`src/design/qspif_pkg.sv`:
```
// shared constants, register layouts and types of the instruction frame block
package qspif_pkg;
    localparam logic [7:0] OFS_ADDR = 8'h30;
    localparam logic [7:0] OFS_ICODE = 8'h34;
    localparam logic [7:0] OFS_FRAME = 8'h38;
    localparam logic [7:0] OFS_SCTRL = 8'h40;
    localparam logic [7:0] OFS_SKEY = 8'h44;
    localparam logic [7:0] OFS_TXD = 8'h48;
    localparam logic [7:0] OFS_RXD = 8'h4C;
    localparam logic [7:0] OFS_CMD = 8'h50;

    localparam logic [31:0] ADDR_RST = 32'h0000_0000;
    localparam logic [31:0] ICODE_RST = 32'h0000_0000;
    localparam logic [31:0] FRAME_RST = 32'h0000_0000;
    localparam logic [31:0] SCTRL_RST = 32'h0000_0000;
    localparam logic [31:0] SKEY_RST = 32'h0000_0000;
    localparam logic [31:0] FRAME_WMASK = 32'h001F_F7F7;
    localparam logic [31:0] SCTRL_WMASK = 32'h0000_0003;
    localparam logic [31:0] ICODE_WMASK = 32'h00FF_00FF;

    localparam int CMD_START_BIT = 0;
    localparam int CMD_DONE_BIT = 1;
    localparam int CMD_ERR_BIT = 2;

    localparam logic [1:0] PLAIN_READ_KIND = 2'h0;
    localparam logic [1:0] MEM_READ_KIND = 2'h1;
    localparam logic [1:0] PLAIN_WRITE_KIND = 2'h2;
    localparam logic [1:0] MEM_WRITE_KIND = 2'h3;
    localparam logic [2:0] WIDTH_RSVD = 3'h7;

    localparam logic [5:0] INSTR_BITS = 6'h08;
    localparam logic [5:0] ADDR24_BITS = 6'h18;
    localparam logic [5:0] ADDR32_BITS = 6'h20;
    localparam logic [5:0] DATA_BITS = 6'h20;

    // serial clock period and system clock rate
    localparam int SCK_PERIOD_NS = 320;
    localparam int PCLK_MHZ = 25;
    localparam int SCK_HALF_CYC = SCK_PERIOD_NS * PCLK_MHZ / 2000;

    typedef struct packed {
        logic [10:0] rsvd_hi;
        logic [4:0] dummy_cycle_count;
        logic double_rate_on;
        logic continuous_read_on;
        logic [1:0] transfer_kind;
        logic rsvd_11;
        logic addr_size_sel;
        logic [1:0] option_size_sel;
        logic data_phase_on;
        logic option_phase_on;
        logic addr_phase_on;
        logic instr_phase_on;
        logic rsvd_3;
        logic [2:0] lane_width;
    } qspif_frame_t;

    typedef struct packed {
        logic [29:0] rsvd;
        logic random_mix_off;
        logic scramble_on;
    } qspif_sctrl_t;

    typedef struct packed {
        logic sck;
        logic cs_n;
        logic [3:0] io_out;
        logic [3:0] io_oe_n;
    } qspif_link_t;

    typedef enum logic [2:0] {
        ST_IDLE, ST_INSTR, ST_ADDR, ST_OPT, ST_DUMMY, ST_DATA, ST_END
    } qspif_state_t;
endpackage

```
`src/design/qspif_frame_top.sv`:
```
// instruction frame sequencer with apb registers and keyed scrambling
`timescale 1ns/1ps
module qspif_frame_top import qspif_pkg::*; #(
    parameter int SCK_HALF = SCK_HALF_CYC,
    // arbitrary per-part value
    parameter logic [31:0] CHIP_RANDOM = 32'h5A3C_96E1
) (
    input wire logic pclk,
    input wire logic presetn,
    input wire logic psel,
    input wire logic penable,
    input wire logic pwrite,
    input wire logic [7:0] paddr,
    input wire logic [31:0] pwdata,
    output logic [31:0] prdata,
    output logic pready,
    output logic pslverr,
    output qspif_link_t link,
    input wire logic [3:0] flash_io
);
    logic pready_q;
    logic pslverr_q;
    logic [31:0] prdata_q;
    logic [31:0] addr_q;
    logic [31:0] icode_q;
    qspif_frame_t frame_q;
    qspif_sctrl_t sctrl_q;
    logic [31:0] skey_q;
    logic [31:0] txd_q;
    logic [31:0] rxd_q;
    logic done_q;
    logic err_q;
    logic crm_q;
    qspif_state_t st_q;
    qspif_state_t nst;
    logic [5:0] cyc_q;
    logic [1:0] lg_q;
    logic [31:0] sh_q;
    logic [31:0] rx_q;
    logic [15:0] div_q;
    qspif_link_t link_q;
    logic [3:0] io_s;
    logic [31:0] tx_scr;
    logic [31:0] rx_scr;
    logic [31:0] ld_word;
    logic [5:0] ld_cyc;
    logic [1:0] ld_lg;
    logic [5:0] opt_bits;

    logic acc;
    logic wr_en;
    logic busy;
    logic is_read;
    logic ddr;
    logic skip_instr;
    logic start_req;
    logic start_ok;
    logic tick;
    logic rise;
    logic fall;
    logic end_tick;
    logic [3:0] rx_bits;

    function automatic logic is_mapped(input logic [7:0] a);
        return a inside {OFS_ADDR, OFS_ICODE, OFS_FRAME, OFS_SCTRL,
                         OFS_SKEY, OFS_TXD, OFS_RXD, OFS_CMD};
    endfunction

    // next enabled phase after s, in fixed frame order
    function automatic qspif_state_t next_ph(input qspif_state_t s,
                                             input qspif_frame_t f,
                                             input logic skip);
        qspif_state_t n;
        n = ST_END;
        if (s == ST_IDLE && f.instr_phase_on && !skip) begin
            n = ST_INSTR;
        end else if (s inside {ST_IDLE, ST_INSTR} && f.addr_phase_on) begin
            n = ST_ADDR;
        end else if (s inside {ST_IDLE, ST_INSTR, ST_ADDR} && f.option_phase_on) begin
            n = ST_OPT;
        end else if (s inside {ST_IDLE, ST_INSTR, ST_ADDR, ST_OPT}
                     && f.dummy_cycle_count != 5'h00) begin
            n = ST_DUMMY;
        end else if (s != ST_DATA && s != ST_END && f.data_phase_on) begin
            n = ST_DATA;
        end
        return n;
    endfunction

    // log2 of lanes used by a phase for a width code
    function automatic logic [1:0] lane_lg(input logic [2:0] w, input qspif_state_t s);
        logic is_i;
        logic is_d;
        logic [1:0] r;
        is_i = (s == ST_INSTR);
        is_d = (s == ST_DATA);
        case (w)
            3'h0: r = 2'h0;
            3'h1: r = is_d ? 2'h1 : 2'h0;
            3'h2: r = is_d ? 2'h2 : 2'h0;
            3'h3: r = is_i ? 2'h0 : 2'h1;
            3'h4: r = is_i ? 2'h0 : 2'h2;
            3'h5: r = 2'h1;
            3'h6: r = 2'h2;
            default: r = 2'h0;
        endcase
        return r;
    endfunction

    // serial clock cycles for a bit count; partial lane groups round up
    function automatic logic [5:0] cyc_of(input logic [5:0] bits, input logic [1:0] lg,
                                          input logic dbl);
        logic [6:0] t;
        t = 7'(bits) + ((7'h01 << lg) - 7'h01);
        return 6'(t >> ({1'b0, lg} + 3'(dbl)));
    endfunction

    assign acc = psel & penable;
    assign wr_en = acc & pwrite & pready_q;
    assign busy = (st_q != ST_IDLE);
    assign is_read = ~frame_q.transfer_kind[1];
    assign ddr = frame_q.double_rate_on & is_read;
    assign skip_instr = crm_q & frame_q.continuous_read_on & is_read;
    assign start_req = wr_en & (paddr == OFS_CMD) & pwdata[CMD_START_BIT] & ~busy;
    assign start_ok = start_req & (frame_q.lane_width != WIDTH_RSVD);
    assign tick = busy & (div_q == 16'h0000);
    assign rise = tick & ~link_q.sck & (st_q != ST_END);
    assign fall = tick & link_q.sck;
    assign end_tick = tick & (st_q == ST_END);
    assign opt_bits = 6'h01 << frame_q.option_size_sel;
    assign nst = next_ph(st_q, frame_q, skip_instr);

    qspif_sync #(
        .W(4)
    ) u_sync (
        .pclk(pclk),
        .presetn(presetn),
        .async_in(flash_io),
        .sync_out(io_s)
    );

    qspif_scrambler u_tx_scr (
        .user_key(skey_q),
        .chip_random(CHIP_RANDOM),
        .random_mix_off(sctrl_q.random_mix_off),
        .addr(addr_q),
        .data_in(txd_q),
        .data_out(tx_scr)
    );

    qspif_scrambler u_rx_scr (
        .user_key(skey_q),
        .chip_random(CHIP_RANDOM),
        .random_mix_off(sctrl_q.random_mix_off),
        .addr(addr_q),
        .data_in(rx_q),
        .data_out(rx_scr)
    );

    // word, length and lane count for the phase about to start
    always_comb begin
        ld_word = 32'h0000_0000;
        ld_cyc = 6'h01;
        ld_lg = lane_lg(frame_q.lane_width, nst);
        unique case (nst)
            ST_INSTR: begin
                ld_word = {icode_q[7:0], 24'h00_0000};
                ld_cyc = cyc_of(INSTR_BITS, ld_lg, 1'b0);
            end
            ST_ADDR: begin
                ld_word = frame_q.addr_size_sel ? addr_q : {addr_q[23:0], 8'h00};
                ld_cyc = cyc_of(frame_q.addr_size_sel ? ADDR32_BITS : ADDR24_BITS,
                                ld_lg, 1'b0);
            end
            ST_OPT: begin
                ld_word = {icode_q[23:16] << (4'h8 - 4'(opt_bits)), 24'h00_0000};
                ld_cyc = cyc_of(opt_bits, ld_lg, 1'b0);
            end
            ST_DUMMY: begin
                ld_cyc = 6'(frame_q.dummy_cycle_count);
            end
            ST_DATA: begin
                // memory write scrambles, plain write never does
                ld_word = (frame_q.transfer_kind == MEM_WRITE_KIND && sctrl_q.scramble_on)
                          ? tx_scr : txd_q;
                ld_cyc = cyc_of(DATA_BITS, ld_lg, ddr);
            end
            ST_IDLE, ST_END: begin
                ld_cyc = 6'h01;
            end
        endcase
    end

    // apb answer: one wait state, so every output is a flop
    always_ff @(posedge pclk or negedge presetn) begin
        if (!presetn) begin
            pready_q <= 1'b0;
            pslverr_q <= 1'b0;
            prdata_q <= 32'h0000_0000;
        end else begin
            pready_q <= acc & ~pready_q;
            pslverr_q <= acc & ~pready_q & ~is_mapped(paddr);
            if (acc && !pready_q) begin
                prdata_q <= 32'h0000_0000;
                if (!pwrite) begin
                    unique case (paddr)
                        OFS_ADDR: prdata_q <= addr_q;
                        OFS_ICODE: prdata_q <= icode_q;
                        OFS_FRAME: prdata_q <= frame_q;
                        OFS_SCTRL: prdata_q <= sctrl_q;
                        OFS_TXD: prdata_q <= txd_q;
                        OFS_RXD: prdata_q <= rxd_q;
                        OFS_CMD: prdata_q <= {29'h0000_0000, err_q, done_q, busy};
                        default: prdata_q <= 32'h0000_0000;
                    endcase
                end
            end
        end
    end

    // configuration writes are ignored while a frame runs
    always_ff @(posedge pclk or negedge presetn) begin
        if (!presetn) begin
            addr_q <= ADDR_RST;
            icode_q <= ICODE_RST;
            frame_q <= FRAME_RST;
            sctrl_q <= SCTRL_RST;
            skey_q <= SKEY_RST;
            txd_q <= 32'h0000_0000;
        end else if (wr_en && !busy) begin
            unique case (paddr)
                OFS_ADDR: addr_q <= pwdata;
                OFS_ICODE: icode_q <= pwdata & ICODE_WMASK;
                OFS_FRAME: frame_q <= pwdata & FRAME_WMASK;
                OFS_SCTRL: sctrl_q <= pwdata & SCTRL_WMASK;
                OFS_SKEY: skey_q <= pwdata;
                OFS_TXD: txd_q <= pwdata;
                default: ;
            endcase
        end
    end

    // status flags: a hardware set wins over a software clear
    always_ff @(posedge pclk or negedge presetn) begin
        if (!presetn) begin
            done_q <= 1'b0;
            err_q <= 1'b0;
        end else begin
            done_q <= end_tick
                      | (done_q & ~(wr_en && paddr == OFS_CMD && pwdata[CMD_DONE_BIT]));
            err_q <= (start_req & ~start_ok)
                     | (err_q & ~(wr_en && paddr == OFS_CMD && pwdata[CMD_ERR_BIT]));
        end
    end

    // half-period divider for the serial clock
    always_ff @(posedge pclk or negedge presetn) begin
        if (!presetn) begin
            div_q <= 16'h0000;
        end else if (!busy || div_q == 16'h0000) begin
            div_q <= 16'(SCK_HALF - 1);
        end else begin
            div_q <= div_q - 16'h0001;
        end
    end

    // phase sequencer; bits move on the falling serial edge
    always_ff @(posedge pclk or negedge presetn) begin
        if (!presetn) begin
            st_q <= ST_IDLE;
            cyc_q <= 6'h00;
            lg_q <= 2'h0;
            sh_q <= 32'h0000_0000;
        end else if (start_ok || (fall && cyc_q == 6'h01)) begin
            st_q <= nst;
            cyc_q <= ld_cyc;
            lg_q <= ld_lg;
            sh_q <= ld_word;
        end else if (fall) begin
            cyc_q <= cyc_q - 6'h01;
            sh_q <= sh_q << (3'h1 << lg_q);
        end else if (end_tick) begin
            st_q <= ST_IDLE;
        end
    end

    always_comb begin
        unique case (lg_q)
            2'h0: rx_bits = {3'h0, io_s[1]};
            2'h1: rx_bits = {2'h0, io_s[1:0]};
            default: rx_bits = io_s;
        endcase
    end

    // read sampling on the rising edge, and on the falling edge too in double rate
    always_ff @(posedge pclk or negedge presetn) begin
        if (!presetn) begin
            rx_q <= 32'h0000_0000;
        end else if (start_ok) begin
            rx_q <= 32'h0000_0000;
        end else if (st_q == ST_DATA && is_read && (rise || (fall && ddr))) begin
            rx_q <= (rx_q << (3'h1 << lg_q)) | 32'(rx_bits);
        end
    end

    always_ff @(posedge pclk or negedge presetn) begin
        if (!presetn) begin
            rxd_q <= 32'h0000_0000;
        end else if (end_tick && frame_q.data_phase_on && is_read) begin
            // only a memory read unscrambles
            rxd_q <= (frame_q.transfer_kind == MEM_READ_KIND && sctrl_q.scramble_on)
                     ? rx_scr : rx_q;
        end
    end

    always_ff @(posedge pclk or negedge presetn) begin
        if (!presetn) begin
            crm_q <= 1'b0;
        end else if (!frame_q.continuous_read_on) begin
            crm_q <= 1'b0;
        end else if (end_tick) begin
            crm_q <= is_read;
        end
    end

    // pins: driven one pclk after the shift, well ahead of the rising edge
    always_ff @(posedge pclk or negedge presetn) begin
        if (!presetn) begin
            link_q <= '{sck: 1'b0, cs_n: 1'b1, io_out: 4'h0, io_oe_n: 4'hF};
        end else begin
            if (start_ok) begin
                link_q.cs_n <= 1'b0;
            end else if (end_tick) begin
                link_q.cs_n <= 1'b1;
            end
            if (tick && st_q != ST_END) begin
                link_q.sck <= ~link_q.sck;
            end
            unique case (lg_q)
                2'h0: link_q.io_out <= {3'h0, sh_q[31]};
                2'h1: link_q.io_out <= {2'h0, sh_q[31:30]};
                default: link_q.io_out <= sh_q[31:28];
            endcase
            if (st_q inside {ST_INSTR, ST_ADDR, ST_OPT}
                || (st_q == ST_DATA && !is_read)) begin
                link_q.io_oe_n <= (lg_q == 2'h0) ? 4'hE : (lg_q == 2'h1) ? 4'hC : 4'h0;
            end else begin
                link_q.io_oe_n <= 4'hF;
            end
        end
    end

    assign prdata = prdata_q;
    assign pready = pready_q;
    assign pslverr = pslverr_q;
    assign link = link_q;
endmodule

```
`src/design/qspif_sync.sv`:
```
// two-flop synchroniser for the flash data pins
`timescale 1ns/1ps
module qspif_sync #(
    parameter int W = 4
) (
    input wire logic pclk,
    input wire logic presetn,
    input wire logic [W-1:0] async_in,
    output logic [W-1:0] sync_out
);
    logic [W-1:0] meta_q;

    always_ff @(posedge pclk or negedge presetn) begin
        if (!presetn) begin
            meta_q <= '0;
            sync_out <= '0;
        end else begin
            meta_q <= async_in;
            sync_out <= meta_q;
        end
    end
endmodule

```
`src/design/qspif_scrambler.sv`:
```
// keyed xor scrambler; the same operation scrambles and unscrambles
`timescale 1ns/1ps
module qspif_scrambler import qspif_pkg::*; (
    input wire logic [31:0] user_key,
    input wire logic [31:0] chip_random,
    input wire logic random_mix_off,
    input wire logic [31:0] addr,
    input wire logic [31:0] data_in,
    output logic [31:0] data_out
);
    logic [31:0] key_mix;

    // without the chip value a key alone reproduces the stream on any part
    assign key_mix = random_mix_off ? user_key : (user_key ^ chip_random);
    assign data_out = data_in ^ key_mix ^ {addr[15:0], addr[31:16]};
endmodule

```
`config.mk`:
```
export PLATFORM = sky130hd
export DESIGN_NAME = qspif_frame_top
export DESIGN_NICKNAME = d
export VERILOG_FILES = /design/src/design/qspif_pkg.sv /design/src/design/qspif_frame_top.sv /design/src/design/qspif_sync.sv /design/src/design/qspif_scrambler.sv
export SDC_FILE = /design/constraint.sdc
export NUM_CORES = 1
export LEC_CHECK = 0
export ABC_AREA = 1
export BUFFER_PORTS_ARGS = -buffer_cell sky130_fd_sc_hd__buf_2
export CORE_ASPECT_RATIO = 0.6
export CORE_MARGIN = 3
export CORE_UTILIZATION = 56
export DETAILED_ROUTE_END_ITERATION = 12
export PLACE_DENSITY = 0.77
export SETUP_SLACK_MARGIN = 0.5
export SKIP_CTS_REPAIR_TIMING = 1
export SYNTH_ARGS = -nofsm -noshare
export SYNTH_HDL_FRONTEND = slang
export SYNTH_SLANG_ARGS = --single-unit
```
`constraint.sdc`:
```
create_clock -name pclk -period 2.8 [get_ports pclk]
set_input_delay 0.42 -clock pclk [delete_from_list [all_inputs] [get_ports pclk]]
set_output_delay 0.42 -clock pclk [all_outputs]
set_load 0.01 [all_outputs]
```
==> results.md <==
* Setup violations, final at 8
* WL met2 at 27.5 mm
* Synth top cells by count: 637 x nand2_1, 353 x o21ai_0, 306 x dfrtp_1
* Vias in the first global route at 16,300
* Max Root-Sink Buffers at 3
* Maximum Capacitance Violations at 0
* First-pass GRT wire length at 99.9 mm
* Number of enable flip-flop cells after synthesis at 0
* Crit end category: flop
* Synth Area in XOR/XNOR at 6.32%
* Count leader, synth: nand2_1
* Grt total ovfl at 0
* Period utilisation layout at 103%
* Total I/O pin count at 93
* Status: complete, but fails checks
* Violated checks: negative setup slack
* Fin Clk Skew at approximately 0.036 ns
* Crit-path max FO at 5
* Worst setup slack after placement at -0.0788 ns
* Crit path arrival time at 3.39 ns
* CP Class: reg2reg
* Gr usage total at between 30 and 40%
* Cells after synthesis at roughly 2,300
* P_leak at 9.97 nW
* Complex-gate fraction of the synthesized area at 19.0%
* Post-synthesis simple-gate area fraction at about a fifth
* Post-synthesis async set-or-reset flop share at 100%
* Final HPWL DP at about 49 mm
* Maximum VDD drop at 0.495 mV
* Final hold vios at 0
* Met1 WL at 27.4 mm
* Clock period minus worst slack at between 2 and 3 ns
* Fmax at ~0.35 GHz
* DR vias/cell at 6.28
* DR vias at 18,200
* CTS tree: done
* Post-synth top flop: dfrtp_1
* Final Util at 72.0%
* Post-synth top area share at 43.8%
* Fillers at 2,365
* DRT iter0 DRCs at 2,974
* Design Area, Final at 21,800 um^2
* Area share of fa/ha/maj cells after synthesis at 1.23%
* Fin cells at 2,893
* Antenna violations before repair at 1
* Largest family of logic cells by synthesized area: simple AND/OR/NAND/NOR gates
* Mean Syn Cell Area at 7.70 um^2
* Final worst setup slack at -0.0798 ns
* Worst reg2reg path depth at 21
* Gpl congestion at about 1.1
* DR WL met3 at 11.4 mm
* Final wirelength at 69.4 mm
* Share of cells above drive strength 1 at 20.6%
* Post-synth cell types at 53
* Syn-to-layout area delta at 25.0%
* Pin count of the biggest net entering global routing at 76
* Ranking of synthesized cells by area: dfrtp_1 44%, nand2_1 14%, o21ai_0 10%
* Yosys top cell by area: dfrtp_1
* DIE AREA at approximately 33,000 um^2
* Seq/Total Area, Yosys at around 44%
* Starting Density at about 58%
* Antenna cells at 0
* Worst Hold Depth at 3
* Floorplan core area at 30,300 um^2
* Inst Count DP at 2,796
* Worst skew pair latency at 0.60 ns
* Slew headroom at 48.4%
* Input/output buffers at 92
* Die Ht at 143 um
* CTS H-tree lvls at 1
* Pwr/cell area at 420 nW/um^2
* DR top layer: met5
* Worst path required time at around 3.3 ns
* CTS buffer count at 30
* Max-slew violation count at 0
* Routed Antenna Nets at 0
* Synth warn at 0
* DRT Pass-1 Iters at 6
* Routed wire length per instance at 24.0 um
* FP Rows at 49
* Nets at 2,527
* # DRC at 0
* Slew @ Worst Pin at 0.769 ns
* Placement Cell Area at slightly below 20,000 um^2
* Startpoint types: flop
* Min Hold Slack at 0.106 ns
* Clock tree sinks at 310
* CTS Root Cell: clkbuf_16
* #FFs+latches synth at 310
* Worst Hold Class: in2reg
* Clock slew at reported path FFs at 0.07 ns
* Synthesized area at around 17,000 um^2
* RSZ-0062 raised after global routing: yes
* Width of the die at 234 um
* Mux cell area share after synthesis at 1.15%
-- area by class of cell --
class                           count  area (um^2)  area share, %
Clock buffer                       45          877           4.01
Clock inverter                     10          158          0.722
Inverter                          218          836           3.83
Multi-Input combinational cell   1626         9380           42.9
Sequential cell                   310         7760           35.5
Tap cell                          408          510           2.34
Timing Repair Buffer              275         2320           10.6
Timing Repair inverter              1         7.51         0.0344
-- path summary, 6_finish.rpt --
check,startpoint,endpoint,slack [ns]
worst max-delay path,frame_q[14],cyc_q[3],-0.08
worst min-delay path,pwdata[28],skey_q[28],0.11
worst max register to register,frame_q[14],cyc_q[3],-0.08
worst min register to register,u_sync.meta_q[1],u_sync.sync_out[1],0.36
max in group asynchronous,presetn,icode_q[21],1.50
min in group asynchronous,presetn,frame_q[19],0.39
-- critical path: stages (launching register included) --
cell and delay [ns]:
dfrtp_1 0.41, inv_2 0.08, nor3_2 0.04, buf_4 0.16
nor3_4 0.25, inv_4 0.09, nand2_4 0.10, nand4_1 0.13
nand2_2 0.13, inv_4 0.05, nand2_4 0.07, nand2_4 0.05
fa_2 0.45, nor2_4 0.13, o21ai_2 0.08, nand2_2 0.09
nand2_2 0.06, nand2_2 0.08, nor2_1 0.04, o21ai_1 0.14
nand2_1 0.08, nand2_1 0.07
-- cells by family (layout without fill, tap and decap cells) --
group           Yosys count  in the layout
compound gates          579            579
mux                      20             20
xor+xnor                126            126
flops                   310            310
buf+inv                 338            549
other cells               1              7
simple gates            878            878
fa+ha+maj                16             16
-- state kept, by name, summed over array words and instances, names as in the netlist, 9 cells and up --
signal	cells
addr_q	32
div_q	16
frame_q	19
icode_q	16
link	9
prdata	32
rx_q	32
rxd_q	32
sh_q	32
skey_q	32
txd_q	32
-- through the flow --
| step | setup TNS (ns) | power (mW) |
|---|---|---|
| floorplan | 0 | 4.69 |
| global placement | 0 | 4.90 |
| detailed placement | -0.144 | 4.91 |
| CTS | -0.319 | 9.15 |
| global route | -4.85 | 9.40 |
| finish | -0.269 | 9.18 |
-- routing by layer --
layer  vias to the layer above  GRT usage, %
met3                       227          15.6
met4                         2          12.3
met5                         -             0
li1                       7910             -
met2                      1389          53.7
met1                      8648          57.9
-- power by group --
| part | switching [mW] | leakage, nW | total, mW | internal (mW) |
|---|---|---|---|---|
| logic | 0.247 | 5.51 | 0.336 | 0.0891 |
| clock network | 1.87 | 0.508 | 4.33 | 2.45 |
| registers | 0.0182 | 3.96 | 4.51 | 4.50 |
-- cell usage in the layout (no fill, tap or decap), types with 37 or more instances in the layout --
| cell | n |
|---|---|
| xor2_1 | 99 |
| dfrtp_1 | 304 |
| nor2_1 | 109 |
| o21ai_0 | 308 |
| nand2_2 | 40 |
| nand2_1 | 581 |
| nand3_1 | 49 |
| inv_1 | 199 |
| clkbuf_16 | 37 |
| buf_4 | 135 |
| buf_2 | 92 |
Note: power is estimated with default switching activity, not from simulation.
